$ cat src/aew_pkg.sv
`default_nettype none
package aew_pkg;
   // task-file register indices on the link
   localparam logic [3:0] REG_DATA = 4'h0;
   localparam logic [3:0] REG_FEATURE = 4'h1;
   localparam logic [3:0] REG_COUNT = 4'h2;
   localparam logic [3:0] REG_LBA_LOW = 4'h3;
   localparam logic [3:0] REG_LBA_MID = 4'h4;
   localparam logic [3:0] REG_LBA_HIGH = 4'h5;
   localparam logic [3:0] REG_DEVICE = 4'h6;
   localparam logic [3:0] REG_COMMAND = 4'h7;
   localparam logic [3:0] REG_ERROR = 4'h8;
   localparam logic [3:0] REG_CONTROL = 4'h9;
   localparam logic [3:0] REG_ERRLOG = 4'hA;
   // command codes
   localparam logic [7:0] CMD_PIO_WRITE_EXT = 8'h34;
   localparam logic [7:0] CMD_STREAM_DMA_WRITE = 8'h3A;
   // status bit positions
   localparam int ST_BUSY = 7;
   localparam int ST_READY = 6;
   localparam int ST_STREAM_ERR = 5;
   localparam int ST_DRQ = 3;
   localparam int ST_ERR = 0;
   // error, error-log, feature and control bit positions
   localparam int ER_CRC = 7;
   localparam int ER_NOT_FOUND = 4;
   localparam int ER_ABORTED = 2;
   localparam int ER_TIMEOUT = 0;
   localparam int FEAT_WRITE_CONT = 6;
   localparam int CTL_HIGH_BYTE_SEL = 7;
   localparam int STREAM_ID_LSB = 0;
   // sizes and reset values
   localparam logic [7:0] WORD_LAST = 8'hFF;
   localparam logic [16:0] COUNT_ZERO_SECTORS = 17'h10000;
   localparam logic [7:0] RESET_BYTE = 8'h00;
   // time base and host setup step count
   localparam int CLK_PERIOD_NS = 8;
   localparam int US_NS = 1000;
   localparam int US_CYCLES = US_NS / CLK_PERIOD_NS;
   localparam logic [6:0] US_LAST = 7'(US_CYCLES - 1);
   localparam int HOST_STEPS = 11;
   localparam logic [3:0] HOST_STEP_CMD = 4'(HOST_STEPS - 1);
endpackage
`default_nettype wire

$ cat src/aew_if.sv
`timescale 1ns/1ps
`default_nettype none
interface aew_if;
   logic [3:0] addr;
   logic [15:0] wdata;
   logic wr;
   logic rd;
   logic [15:0] rdata;
   logic dma_req;
   logic dma_valid;
   logic [15:0] dma_data;
   modport dev (input addr, wdata, wr, rd, dma_valid, dma_data, output rdata, dma_req);
   modport host (output addr, wdata, wr, rd, dma_valid, dma_data, input rdata, dma_req);
endinterface
`default_nettype wire

$ cat src/aew_device.sv
// Operation
// - code 34h starts PIO extended sector write
// - PIO data moves as 16-bit data words
// - uncorrectable error ends PIO at failing sector
// - count: low byte current, high previous
// - count zero means 65,536 sectors
// - 48-bit address spread over current/previous bytes
// - first bad address readable, high byte select
// - code 3Ah starts streaming DMA write
// - requested extras done before completion reported
// - write-continuous never aborts on errors
// - write-continuous errors: all data, stream error
// - log records CRC, address-not-found, aborted
// - time limit expiry stops, stream error, timeout (code sets stream error only with write-continuous, else error bit)
// - whole transfer attempted within time limit
// - feature bit 6 selects write-continuous
// - feature bits 0-2 carry stream identifier
// - limit is previous feature times unit microseconds
// - time-limit expiry sets error bit 0
//
// Decided for this implementation: strobed register access and the address map.
`timescale 1ns/1ps
`default_nettype none
module aew_device
   import aew_pkg::*;
#(
   parameter logic [15:0] TIME_UNIT_US = 16'h0001
) (
   input wire logic clk_sys_i,           // system clock
   input wire logic rst_b_i,             // async reset, active low
   aew_if.dev tf,                        // task-file and dma link
   input wire logic media_unc_i,         // uncorrectable media fault
   input wire logic media_not_found_i,   // address not found fault
   input wire logic link_crc_i,          // interface crc fault
   output logic media_valid_o,           // word to media
   output logic [15:0] media_data_o,     // media word
   output logic [47:0] media_lba_o,      // sector of the word
   output logic [2:0] media_stream_o,    // stream being written
   output logic busy_o                   // command in progress
);
   typedef enum logic [1:0] {S_IDLE, S_PIO, S_DMA} aew_state_e;
   typedef struct packed {
      aew_state_e st;
      logic [7:0] feat_c;
      logic [7:0] feat_p;
      logic [7:0] cnt_c;
      logic [7:0] cnt_p;
      logic [2:0][7:0] lba_c;
      logic [2:0][7:0] lba_p;
      logic high_byte_readback_select;
      logic err;
      logic stream_error_flag;
      logic write_continuous;
      logic got_err;
      logic [7:0] error;
      logic [7:0] log;
      logic [47:0] err_lba;
      logic [47:0] cur_lba;
      logic [16:0] remain;
      logic [7:0] widx;
      logic [6:0] us_pre;
      logic [23:0] us_cnt;
      logic [23:0] limit;
      logic [15:0] rdata;
      logic dma_req;
      logic media_valid;
      logic [15:0] media_data;
      logic [47:0] media_lba;
      logic [2:0] stream;
      logic busy;
   } aew_dev_s;

   aew_dev_s q, n;

   function automatic logic [7:0] pick(input logic sel, input logic [7:0] lo, input logic [7:0] hi);
      pick = sel ? hi : lo;
   endfunction

   ////////////////////////////////////////////////////////////////////////////////
   logic word_in;
   logic [15:0] word;
   logic fault;

   always_comb begin
      n = q;
      n.media_valid = 1'b0;
      word_in = 1'b0;
      word = tf.wdata;
      fault = 1'b0;
      // task-file writes, accepted only while idle
      if (tf.wr && q.st == S_IDLE) begin
         if (tf.addr == REG_FEATURE) begin
            n.feat_p = q.feat_c;
            n.feat_c = tf.wdata[7:0];
         end else if (tf.addr == REG_COUNT) begin
            n.cnt_p = q.cnt_c;
            n.cnt_c = tf.wdata[7:0];
         end else if (tf.addr >= REG_LBA_LOW && tf.addr <= REG_LBA_HIGH) begin
            n.lba_p[2'(tf.addr - REG_LBA_LOW)] = q.lba_c[2'(tf.addr - REG_LBA_LOW)];
            n.lba_c[2'(tf.addr - REG_LBA_LOW)] = tf.wdata[7:0];
         end else if (tf.addr == REG_CONTROL) begin
            n.high_byte_readback_select = tf.wdata[CTL_HIGH_BYTE_SEL];
         end else if (tf.addr == REG_COMMAND) begin
            n.err = 1'b0;
            n.stream_error_flag = 1'b0;
            n.error = RESET_BYTE;
            n.log = RESET_BYTE;
            n.got_err = 1'b0;
            n.remain = {q.cnt_p, q.cnt_c} == 16'h0000 ? COUNT_ZERO_SECTORS : {1'b0, q.cnt_p, q.cnt_c};
            n.cur_lba = {q.lba_p[2], q.lba_p[1], q.lba_p[0], q.lba_c[2], q.lba_c[1], q.lba_c[0]};
            n.widx = 8'h00;
            n.us_pre = 7'h00;
            n.us_cnt = 24'h000000;
            n.limit = 24'(q.feat_p * TIME_UNIT_US);
            n.write_continuous = q.feat_c[FEAT_WRITE_CONT];
            n.stream = q.feat_c[STREAM_ID_LSB +: 3];
            if (tf.wdata[7:0] == CMD_PIO_WRITE_EXT) begin
               n.st = S_PIO;
            end else if (tf.wdata[7:0] == CMD_STREAM_DMA_WRITE) begin
               n.st = S_DMA;
               n.dma_req = 1'b1;
            end else begin
               n.err = 1'b1;
               n.error[ER_ABORTED] = 1'b1;
            end
         end
      end
      // data words: pio through the data register, stream over dma
      if (q.st == S_PIO && tf.wr && tf.addr == REG_DATA) begin
         word_in = 1'b1;
      end else if (q.st == S_DMA && tf.dma_valid) begin
         word_in = 1'b1;
         word = tf.dma_data;
      end
      if (word_in) begin
         n.media_valid = 1'b1;
         n.media_data = word;
         n.media_lba = q.cur_lba;
         n.widx = q.widx + 8'h01;
         if (q.widx == WORD_LAST) begin
            n.cur_lba = q.cur_lba + 48'h1;
            n.remain = q.remain - 17'h1;
            if (q.remain == 17'h1) begin
               n.st = S_IDLE;
               n.dma_req = 1'b0;
               n.stream_error_flag = q.write_continuous
                  && (q.got_err || link_crc_i || media_not_found_i || media_unc_i);
            end
         end
      end
      // faults while a command runs
      if (q.st == S_PIO && (media_unc_i || media_not_found_i)) begin
         n.st = S_IDLE;
         n.err = 1'b1;
         n.error[ER_NOT_FOUND] = media_not_found_i;
         n.error[ER_ABORTED] = media_unc_i;
         n.err_lba = q.cur_lba;
         n.media_valid = 1'b0;
      end else if (q.st == S_DMA && (link_crc_i || media_not_found_i || media_unc_i)) begin
         fault = 1'b1;
         if (!q.got_err) begin
            n.err_lba = q.cur_lba;
         end
         n.got_err = 1'b1;
         if (q.write_continuous) begin
            n.log[ER_CRC] = q.log[ER_CRC] | link_crc_i;
            n.log[ER_NOT_FOUND] = q.log[ER_NOT_FOUND] | media_not_found_i;
            n.log[ER_ABORTED] = q.log[ER_ABORTED] | media_unc_i;
            n.err = 1'b0;
         end else begin
            n.st = S_IDLE;
            n.dma_req = 1'b0;
            n.err = 1'b1;
            n.error[ER_CRC] = link_crc_i;
            n.error[ER_NOT_FOUND] = media_not_found_i;
            n.error[ER_ABORTED] = media_unc_i;
         end
      end
      // completion time limit in microseconds, zero means no limit
      if (q.st == S_DMA) begin
         n.us_pre = q.us_pre == US_LAST ? 7'h00 : q.us_pre + 7'h01;
         if (q.us_pre == US_LAST) begin
            n.us_cnt = q.us_cnt + 24'h000001;
         end
         if (q.limit != 24'h000000 && q.us_cnt >= q.limit && !(fault && !q.write_continuous)) begin
            n.st = S_IDLE;
            n.dma_req = 1'b0;
            n.error[ER_TIMEOUT] = 1'b1;
            n.log[ER_TIMEOUT] = 1'b1;
            n.stream_error_flag = q.write_continuous;
            n.err = !q.write_continuous;
         end
      end
      // read data appears in the cycle after the strobe
      n.rdata = 16'h0000;
      if (tf.rd) begin
         if (tf.addr == REG_COMMAND) begin
            n.rdata[ST_BUSY] = q.st == S_DMA;
            n.rdata[ST_READY] = 1'b1;
            n.rdata[ST_STREAM_ERR] = q.stream_error_flag;
            n.rdata[ST_DRQ] = q.st == S_PIO;
            n.rdata[ST_ERR] = q.err;
         end else if (tf.addr == REG_ERROR) begin
            n.rdata[7:0] = q.error;
         end else if (tf.addr == REG_ERRLOG) begin
            n.rdata[7:0] = q.log;
         end else if (tf.addr == REG_LBA_LOW) begin
            n.rdata[7:0] = pick(q.high_byte_readback_select, q.err_lba[7:0], q.err_lba[31:24]);
         end else if (tf.addr == REG_LBA_MID) begin
            n.rdata[7:0] = pick(q.high_byte_readback_select, q.err_lba[15:8], q.err_lba[39:32]);
         end else if (tf.addr == REG_LBA_HIGH) begin
            n.rdata[7:0] = pick(q.high_byte_readback_select, q.err_lba[23:16], q.err_lba[47:40]);
         end else begin
            n.rdata = 16'h0000;
         end
      end
      n.busy = n.st != S_IDLE;
   end

   ////////////////////////////////////////////////////////////////////////////////
   always_ff @(posedge clk_sys_i or negedge rst_b_i) begin
      if (!rst_b_i) begin
         q <= '0;
      end else begin
         q <= n;
      end
   end

   assign tf.rdata = q.rdata;
   assign tf.dma_req = q.dma_req;
   assign media_valid_o = q.media_valid;
   assign media_data_o = q.media_data;
   assign media_lba_o = q.media_lba;
   assign media_stream_o = q.stream;
   assign busy_o = q.busy;
endmodule
`default_nettype wire

$ cat src/flat_wrapper.sv
// flat-port wrapper written by rule: the top's interface ports become plain ports
module aew_device_flat import aew_pkg::*;
#(
   parameter logic [15:0] TIME_UNIT_US = 16'h0001
)
  (clk_sys_i, rst_b_i, media_unc_i, media_not_found_i, link_crc_i, media_valid_o, media_data_o, media_lba_o, media_stream_o, busy_o, tf_addr, tf_wdata, tf_wr, tf_rd, tf_dma_valid, tf_dma_data, tf_rdata, tf_dma_req);
  aew_if tf_i ();
  input wire logic clk_sys_i;
  input wire logic rst_b_i;
  input wire logic media_unc_i;
  input wire logic media_not_found_i;
  input wire logic link_crc_i;
  output logic media_valid_o;
  output logic [15:0] media_data_o;
  output logic [47:0] media_lba_o;
  output logic [2:0] media_stream_o;
  output logic busy_o;
  input wire logic [$bits(tf_i.addr)-1:0] tf_addr;
  input wire logic [$bits(tf_i.wdata)-1:0] tf_wdata;
  input wire logic [$bits(tf_i.wr)-1:0] tf_wr;
  input wire logic [$bits(tf_i.rd)-1:0] tf_rd;
  input wire logic [$bits(tf_i.dma_valid)-1:0] tf_dma_valid;
  input wire logic [$bits(tf_i.dma_data)-1:0] tf_dma_data;
  output wire logic [$bits(tf_i.rdata)-1:0] tf_rdata;
  output wire logic [$bits(tf_i.dma_req)-1:0] tf_dma_req;
  assign tf_i.addr = tf_addr;
  assign tf_i.wdata = tf_wdata;
  assign tf_i.wr = tf_wr;
  assign tf_i.rd = tf_rd;
  assign tf_i.dma_valid = tf_dma_valid;
  assign tf_i.dma_data = tf_dma_data;
  assign tf_rdata = tf_i.rdata;
  assign tf_dma_req = tf_i.dma_req;
  aew_device #(.TIME_UNIT_US(TIME_UNIT_US)) u_core (.clk_sys_i(clk_sys_i), .rst_b_i(rst_b_i), .tf(tf_i), .media_unc_i(media_unc_i), .media_not_found_i(media_not_found_i), .link_crc_i(link_crc_i), .media_valid_o(media_valid_o), .media_data_o(media_data_o), .media_lba_o(media_lba_o), .media_stream_o(media_stream_o), .busy_o(busy_o));
endmodule
$ cat config.mk
export PLATFORM = sky130hd
export DESIGN_NAME = aew_device_flat
export DESIGN_NICKNAME = d
export VERILOG_FILES = /design/src/aew_pkg.sv /design/src/aew_if.sv /design/src/aew_device.sv /design/src/flat_wrapper.sv
export SDC_FILE = /design/constraint.sdc
export NUM_CORES = 1
export LEC_CHECK = 0
export BUFFER_PORTS_ARGS = -buffer_cell sky130_fd_sc_hd__clkbuf_2
export CORE_MARGIN = 1.5
export CORE_UTILIZATION = 42
export DETAILED_ROUTE_END_ITERATION = 10
export GPL_TIMING_DRIVEN = 0
export PLACE_DENSITY = 0.58
export SYNTH_ARGS = -nofsm -noshare
export SYNTH_HDL_FRONTEND = slang
export SYNTH_SLANG_ARGS = --single-unit
export TNS_END_PERCENT = 5
$ cat constraint.sdc
create_clock -name clk_sys_i -period 4.3 [get_ports clk_sys_i]
set_input_delay 1.29 -clock clk_sys_i [delete_from_list [all_inputs] [get_ports clk_sys_i]]
set_output_delay 1.29 -clock clk_sys_i [all_outputs]
set_load 0.05 [all_outputs]
; ---- Word-level counts from Yosys, hierarchy flattened
; Index checks and enable logic that the tools add are counted.
[word_totals]
regBits = 333
in_bits = 44
elab_cells = 228
[classes]
addsub = 6
n_lt_le_gt_ge = 5
n_eq_ne = 25
mux = 115
bitwise = 7
reduce_logical = 38
[op_table]
columns = op, n
row1 = $mux W128, 6
row2 = $mux W48, 4
row3 = $mux W103, 1
row4 = $mux W8, 11
row5 = $mux W85, 1
row6 = $mux W73, 1
row7 = $mux W69, 1
row8 = $mux W66, 1
row9 = $mux W65, 1
row10 = $mux W16, 4
row11 = $mux W1, 52
row12 = $add A48 B1 Y48 const B, 1
row13 = $bwmux W24, 2
row14 = $mux W2, 20
row15 = $mux W20, 2
row16 = $mux W31, 1
row17 = $add A24 B1 Y24 const B, 1
row18 = $ge A24 B8 Y1, 1
row19 = $mux W24, 1
row20 = $reduce_bool A24 Y1, 1
row21 = $mux W21, 1
row22 = $reduce_and A6 Y1, 3
row23 = $eq A17 B1 Y1 const B, 1
row24 = $mux W17, 1
row25 = other kinds (36), 77

; ---- Depth between registers and ports, before layout
[logic_depth]
ltp_word = 19
ltp_mapped = 10

; ---- Worst setup path after synthesis
; Ideal clock, no wire load.
[synth_timing]
kind = input -> register
from = input tf_addr[0]
to = register u_core.q[264] in the netlist's numbering
setup_time_ns = 0.122
arrival_ns = 3.142
path_slack_ns = 1.037
stages = 8
path_buffers = 3
cell_sequence = clkinv_1 -> ha_1 -> or3b_4 -> or3_1 -> buf_2 -> buf_6 -> buf_2 -> a32o_1
[synth_rtl]
columns = item, line
row1 = start: declaration, flat_wrapper.sv:18  ; input wire logic [$bits(tf_i.addr)-1:0] tf_addr;
row2 = end signal: assignment, aew_device.sv:225  ; q <= n;
row3 = end: declaration, aew_device.sv:73  ; aew_dev_s q, n;

==> metrics.md <==
| Metric | Value |
|---|---|
| Status | `complete, no violations` |
| Vias in the first global route | `13,006` |
| Residual DRC count | `0` |
| CTS tree | `done` |
| Multi-input logic area | `a little over 7000 µm²` |
| NetSw | `between 2000 and 3000 µW` |
| Top-area cell type share of the netlist area | `50.4%` |
| Final setup margin | `between 0.3 and 0.4 ns` |
| Critical Path RT | `roughly 4.7 ns` |
| Vias per cell | `roughly 5.7` |
| Die span in x | `201 µm` |
| Ys Warns | `0` |
| Dpl hpwl | `roughly 37,000 µm` |
| Area leader, netlist | `dfrtp_1` |
| Clock skew | `0.0154 ns` |
| Area of the die | `40,500 µm²` |
| Fill count | `3,625` |
| Sw frac | `around 30%` |
| Min Tclk post-route | `slightly below 4 ns` |
| Worst setup EP type | `register` |
| Sequential share of power | `46.9%` |
| Overflow after GRT | `0` |
| Placed standard-cell area | `about 18,000 µm²` |
| Async set or reset register ratio after synthesis | `100%` |
| First-pass GRT wire length | `approximately 80,000 µm` |
| Max-slew violation count | `0` |
| Clk Latency, worst-skew pair | `approximately 0.54 ns` |
| Root buffer cell | `clkbuf_16` |
| Final antenna-violating net count | `0` |
| Share of layout cells above drive strength 1 | `23.8%` |
| Internal | `approximately 6300 µW` |
| Gpl congestion | `0.917` |
| Final setup viols | `0` |
| Initial antenna violation count | `1` |
| Design area | `19,200 µm²` |
| Slew @ Worst Pin | `a little over 1 ns` |
| Worst R2R Setup Slack | `about 1.4 ns` |
| Num ports | `130` |
| GRT Total Usage | `25.4%` |
| Site row count | `72` |
| Ant. Diodes | `0` |
| TritonCTS Buffers | `38` |
| Pwr/cell area | `465 nW/µm²` |
| Final core utilization | `49.6%` |
| CP startpoint | `tf_addr[0]` |
| Routed wire per std cell | `21.8 µm` |
| Max IR drop VDD | `roughly 0.00022 V` |
| Post-synth EDFFs | `0` |
| Cell count after synthesis | `~1,700` |
| Clk sink count | `333` |
| Library cells used by synthesis | `83` |
| Setup_tns | `0 ns` |
| Port buffer count | `120` |
| Crit-path max FO | `11` |
| Hold-fix buffers, CTS | `0` |
| RR Startpoint | `u_core.q[141]` |
| Arr. time, crit path | `4.34 ns` |
| Worst-case clock buffer depth | `3` |
| Setup bufs post-CTS | `0` |
| Setup repair after global routing missed its margin | `no` |
| Worst hold path class | `reg2reg` |
| Comb power frac | `between 10% and 20%` |
| Largest net degree at the start of global routing | `96` |
| Drt total wl | `just over 50,000 µm` |
| Final hold vios | `0` |
| P_leak | `between 0.009 and 0.01 µW` |
| Post-route clock period utilization | `about 90%` |
| Starting Density | `between 40 and 50%` |
| Worst Setup EP | `u_core.q[164]` |
| Clock slew at reported path FFs | `0.06 ns` |
| R2R cell count | `8` |
| Max-slew headroom | `31.1%` |
| Primary FF master, synth | `dfrtp_1` |
| Synth area leaders | `dfrtp_1, mux2_2, nand2_1, buf_4, o21ai_0` |
| Drt initial violations | `roughly 1,100` |
| Clk pwr share | `between 30% and 40%` |
| Seq. cell area | `around 8300 µm²` |
| Seq cells post-synth | `333` |
| DR pass1 iterations | `6` |
| Average size of a mapped cell | `around 10 µm²` |
| R2r endpoint | `u_core.q[163]` |
| Max cap viols | `0` |
| Pre-CTS WS | `-0.128 ns` |
| WS Path Type | `in2reg` |
| Core area | `38,700 µm²` |
| Sequential area share after synthesis | `between 50% and 60%` |
| Die Y | `about 200 µm` |
| Max frequency | `0.254 GHz` |
| Post-Syn Area | `roughly 17,000 µm²` |
| Area delta synth->final | `16.4%` |
| Post-cts resize count | `0` |
| Via count | `around 14,000` |
| H-tree Lvls | `2` |
| # nets final | `between 1,500 and 2,000` |
| Worst Setup Start Kind | `input port` |
## worst max-delay path, stage by stage
cell and delay, ns:
clkbuf_2 0.14, clkinv_1 0.24, ha_1 0.41, nand4bb_1 0.22, o21ai_1 0.51, buf_2 0.40, buf_1 0.61, nand4_1 0.25
nand3_1 0.15, o211ai_1 0.10
## layout make-up
| type | count | share of cell area (%) |
|---|---|---|
| multi-input combinational | 1130 | 36.9 |
| clock buffer | 59 | 6.16 |
| clock inverter | 10 | 0.794 |
| sequential | 333 | 43.3 |
| buffer | 168 | 5.27 |
| inverter | 29 | 0.566 |
| tap | 518 | 3.37 |
| timing repair buffer | 123 | 3.60 |
## cells in the mapped netlist, types with 5 or more instances
| master | n |
|---|---|
| o221a_2 | 7 |
| nor3_1 | 20 |
| and4_1 | 7 |
| o311ai_0 | 5 |
| nor4_1 | 28 |
| o21a_1 | 8 |
| xor2_1 | 8 |
| a22oi_1 | 12 |
| o211ai_1 | 17 |
| buf_1 | 12 |
| nand4_1 | 34 |
| ha_1 | 20 |
| o22ai_1 | 15 |
| nor2b_1 | 6 |
| o31ai_1 | 7 |
| a311oi_1 | 11 |
| inv_1 | 28 |
| and2_1 | 11 |
| a21oi_1 | 42 |
| buf_4 | 85 |
| nor2_1 | 97 |
| dfrtp_1 | 333 |
| a31oi_1 | 18 |
| mux2_2 | 103 |
| or3_1 | 6 |
| a221o_1 | 8 |
| mux2i_1 | 34 |
| a32oi_1 | 5 |
| o21ai_0 | 95 |
| nand2b_1 | 6 |
| a211oi_1 | 14 |
| o21ai_1 | 8 |
| nand2_1 | 301 |
| nand3_1 | 56 |
| clkbuf_1 | 40 |
| buf_2 | 27 |
| or4_1 | 5 |
| and3_1 | 30 |
## per-layer routing
metal | up-vias | share of wire (%) | track usage, %
li1 | 6177 | - | -
met1 | 6732 | 44 | 35.3
met2 | 509 | 46 | 39.7
met3 | 107 | 6.2 | 3.98
met4 | 2 | 4.0 | 10.1
met5 | - | 0.037 | 0
## cells by family after synthesis
family                   after synthesis  share of synthesized area (%)
flip-flops                           333                           50.4
other                                  1                         0.0227
AND/OR/NAND/NOR                      645                           19.1
adder cells (fa/ha/maj)               20                           1.51
AO/OA/AOI/OAI                        309                           12.5
multiplexers                         137                           9.08
buffers and inverters                197                           6.79
XOR/XNOR                              11                          0.583
## power by group through the flow
stage	clock network, µW	registers, µW	logic (µW)
after detailed placement	0	4220	1300
after floorplan	0	3980	956
final	3430	4190	1310
after global routing	3620	4240	1450
after global placement	0	4210	1260
after CTS	3500	4170	1310
## per-stage QoR
step	cells	total power (µW)	hold WS [ns]
after floorplan	1660	4930	0.433
after global placement	2298	5470	0.454
after detailed placement	2301	5520	0.456
after CTS	2370	8980	0.471
after global routing	2370	9310	0.484
final	2370	8940	0.464
## worst min path at each step
stage	to	cells after the start	slack (ns)	start
5_1_grt	u_core.media_lba_o[31]	2	0.48	u_core.media_lba_o[31]
2_1_floorplan	u_core.q[86]	2	0.43	u_core.q[347]
3_5_place_dp	u_core.q[86]	2	0.46	u_core.q[347]
6_report	u_core.media_lba_o[31]	2	0.46	u_core.media_lba_o[31]
4_1_cts	u_core.media_lba_o[27]	2	0.47	u_core.media_lba_o[27]
3_3_place_gp	u_core.q[86]	2	0.45	u_core.q[347]
## cells in the final DEF (no fill, tap or decap), drive strengths merged, types with 8 or more instances in the layout
cell type    n
mux2i       34
xor2         8
o21a         8
and2        12
clkbuf     219
a211oi      17
o22ai       15
ha          20
nor2        99
a21oi       42
and3        30
conb         8
nor3        23
mux2       103
a31oi       18
buf        131
nand4       37
dfrtp      333
nand2      301
nor4        35
o211ai      17
a311oi      11
nand3       58
o21ai      104
a221o        8
inv         28
a22oi       12
Power figures use the tool's default switching activity.
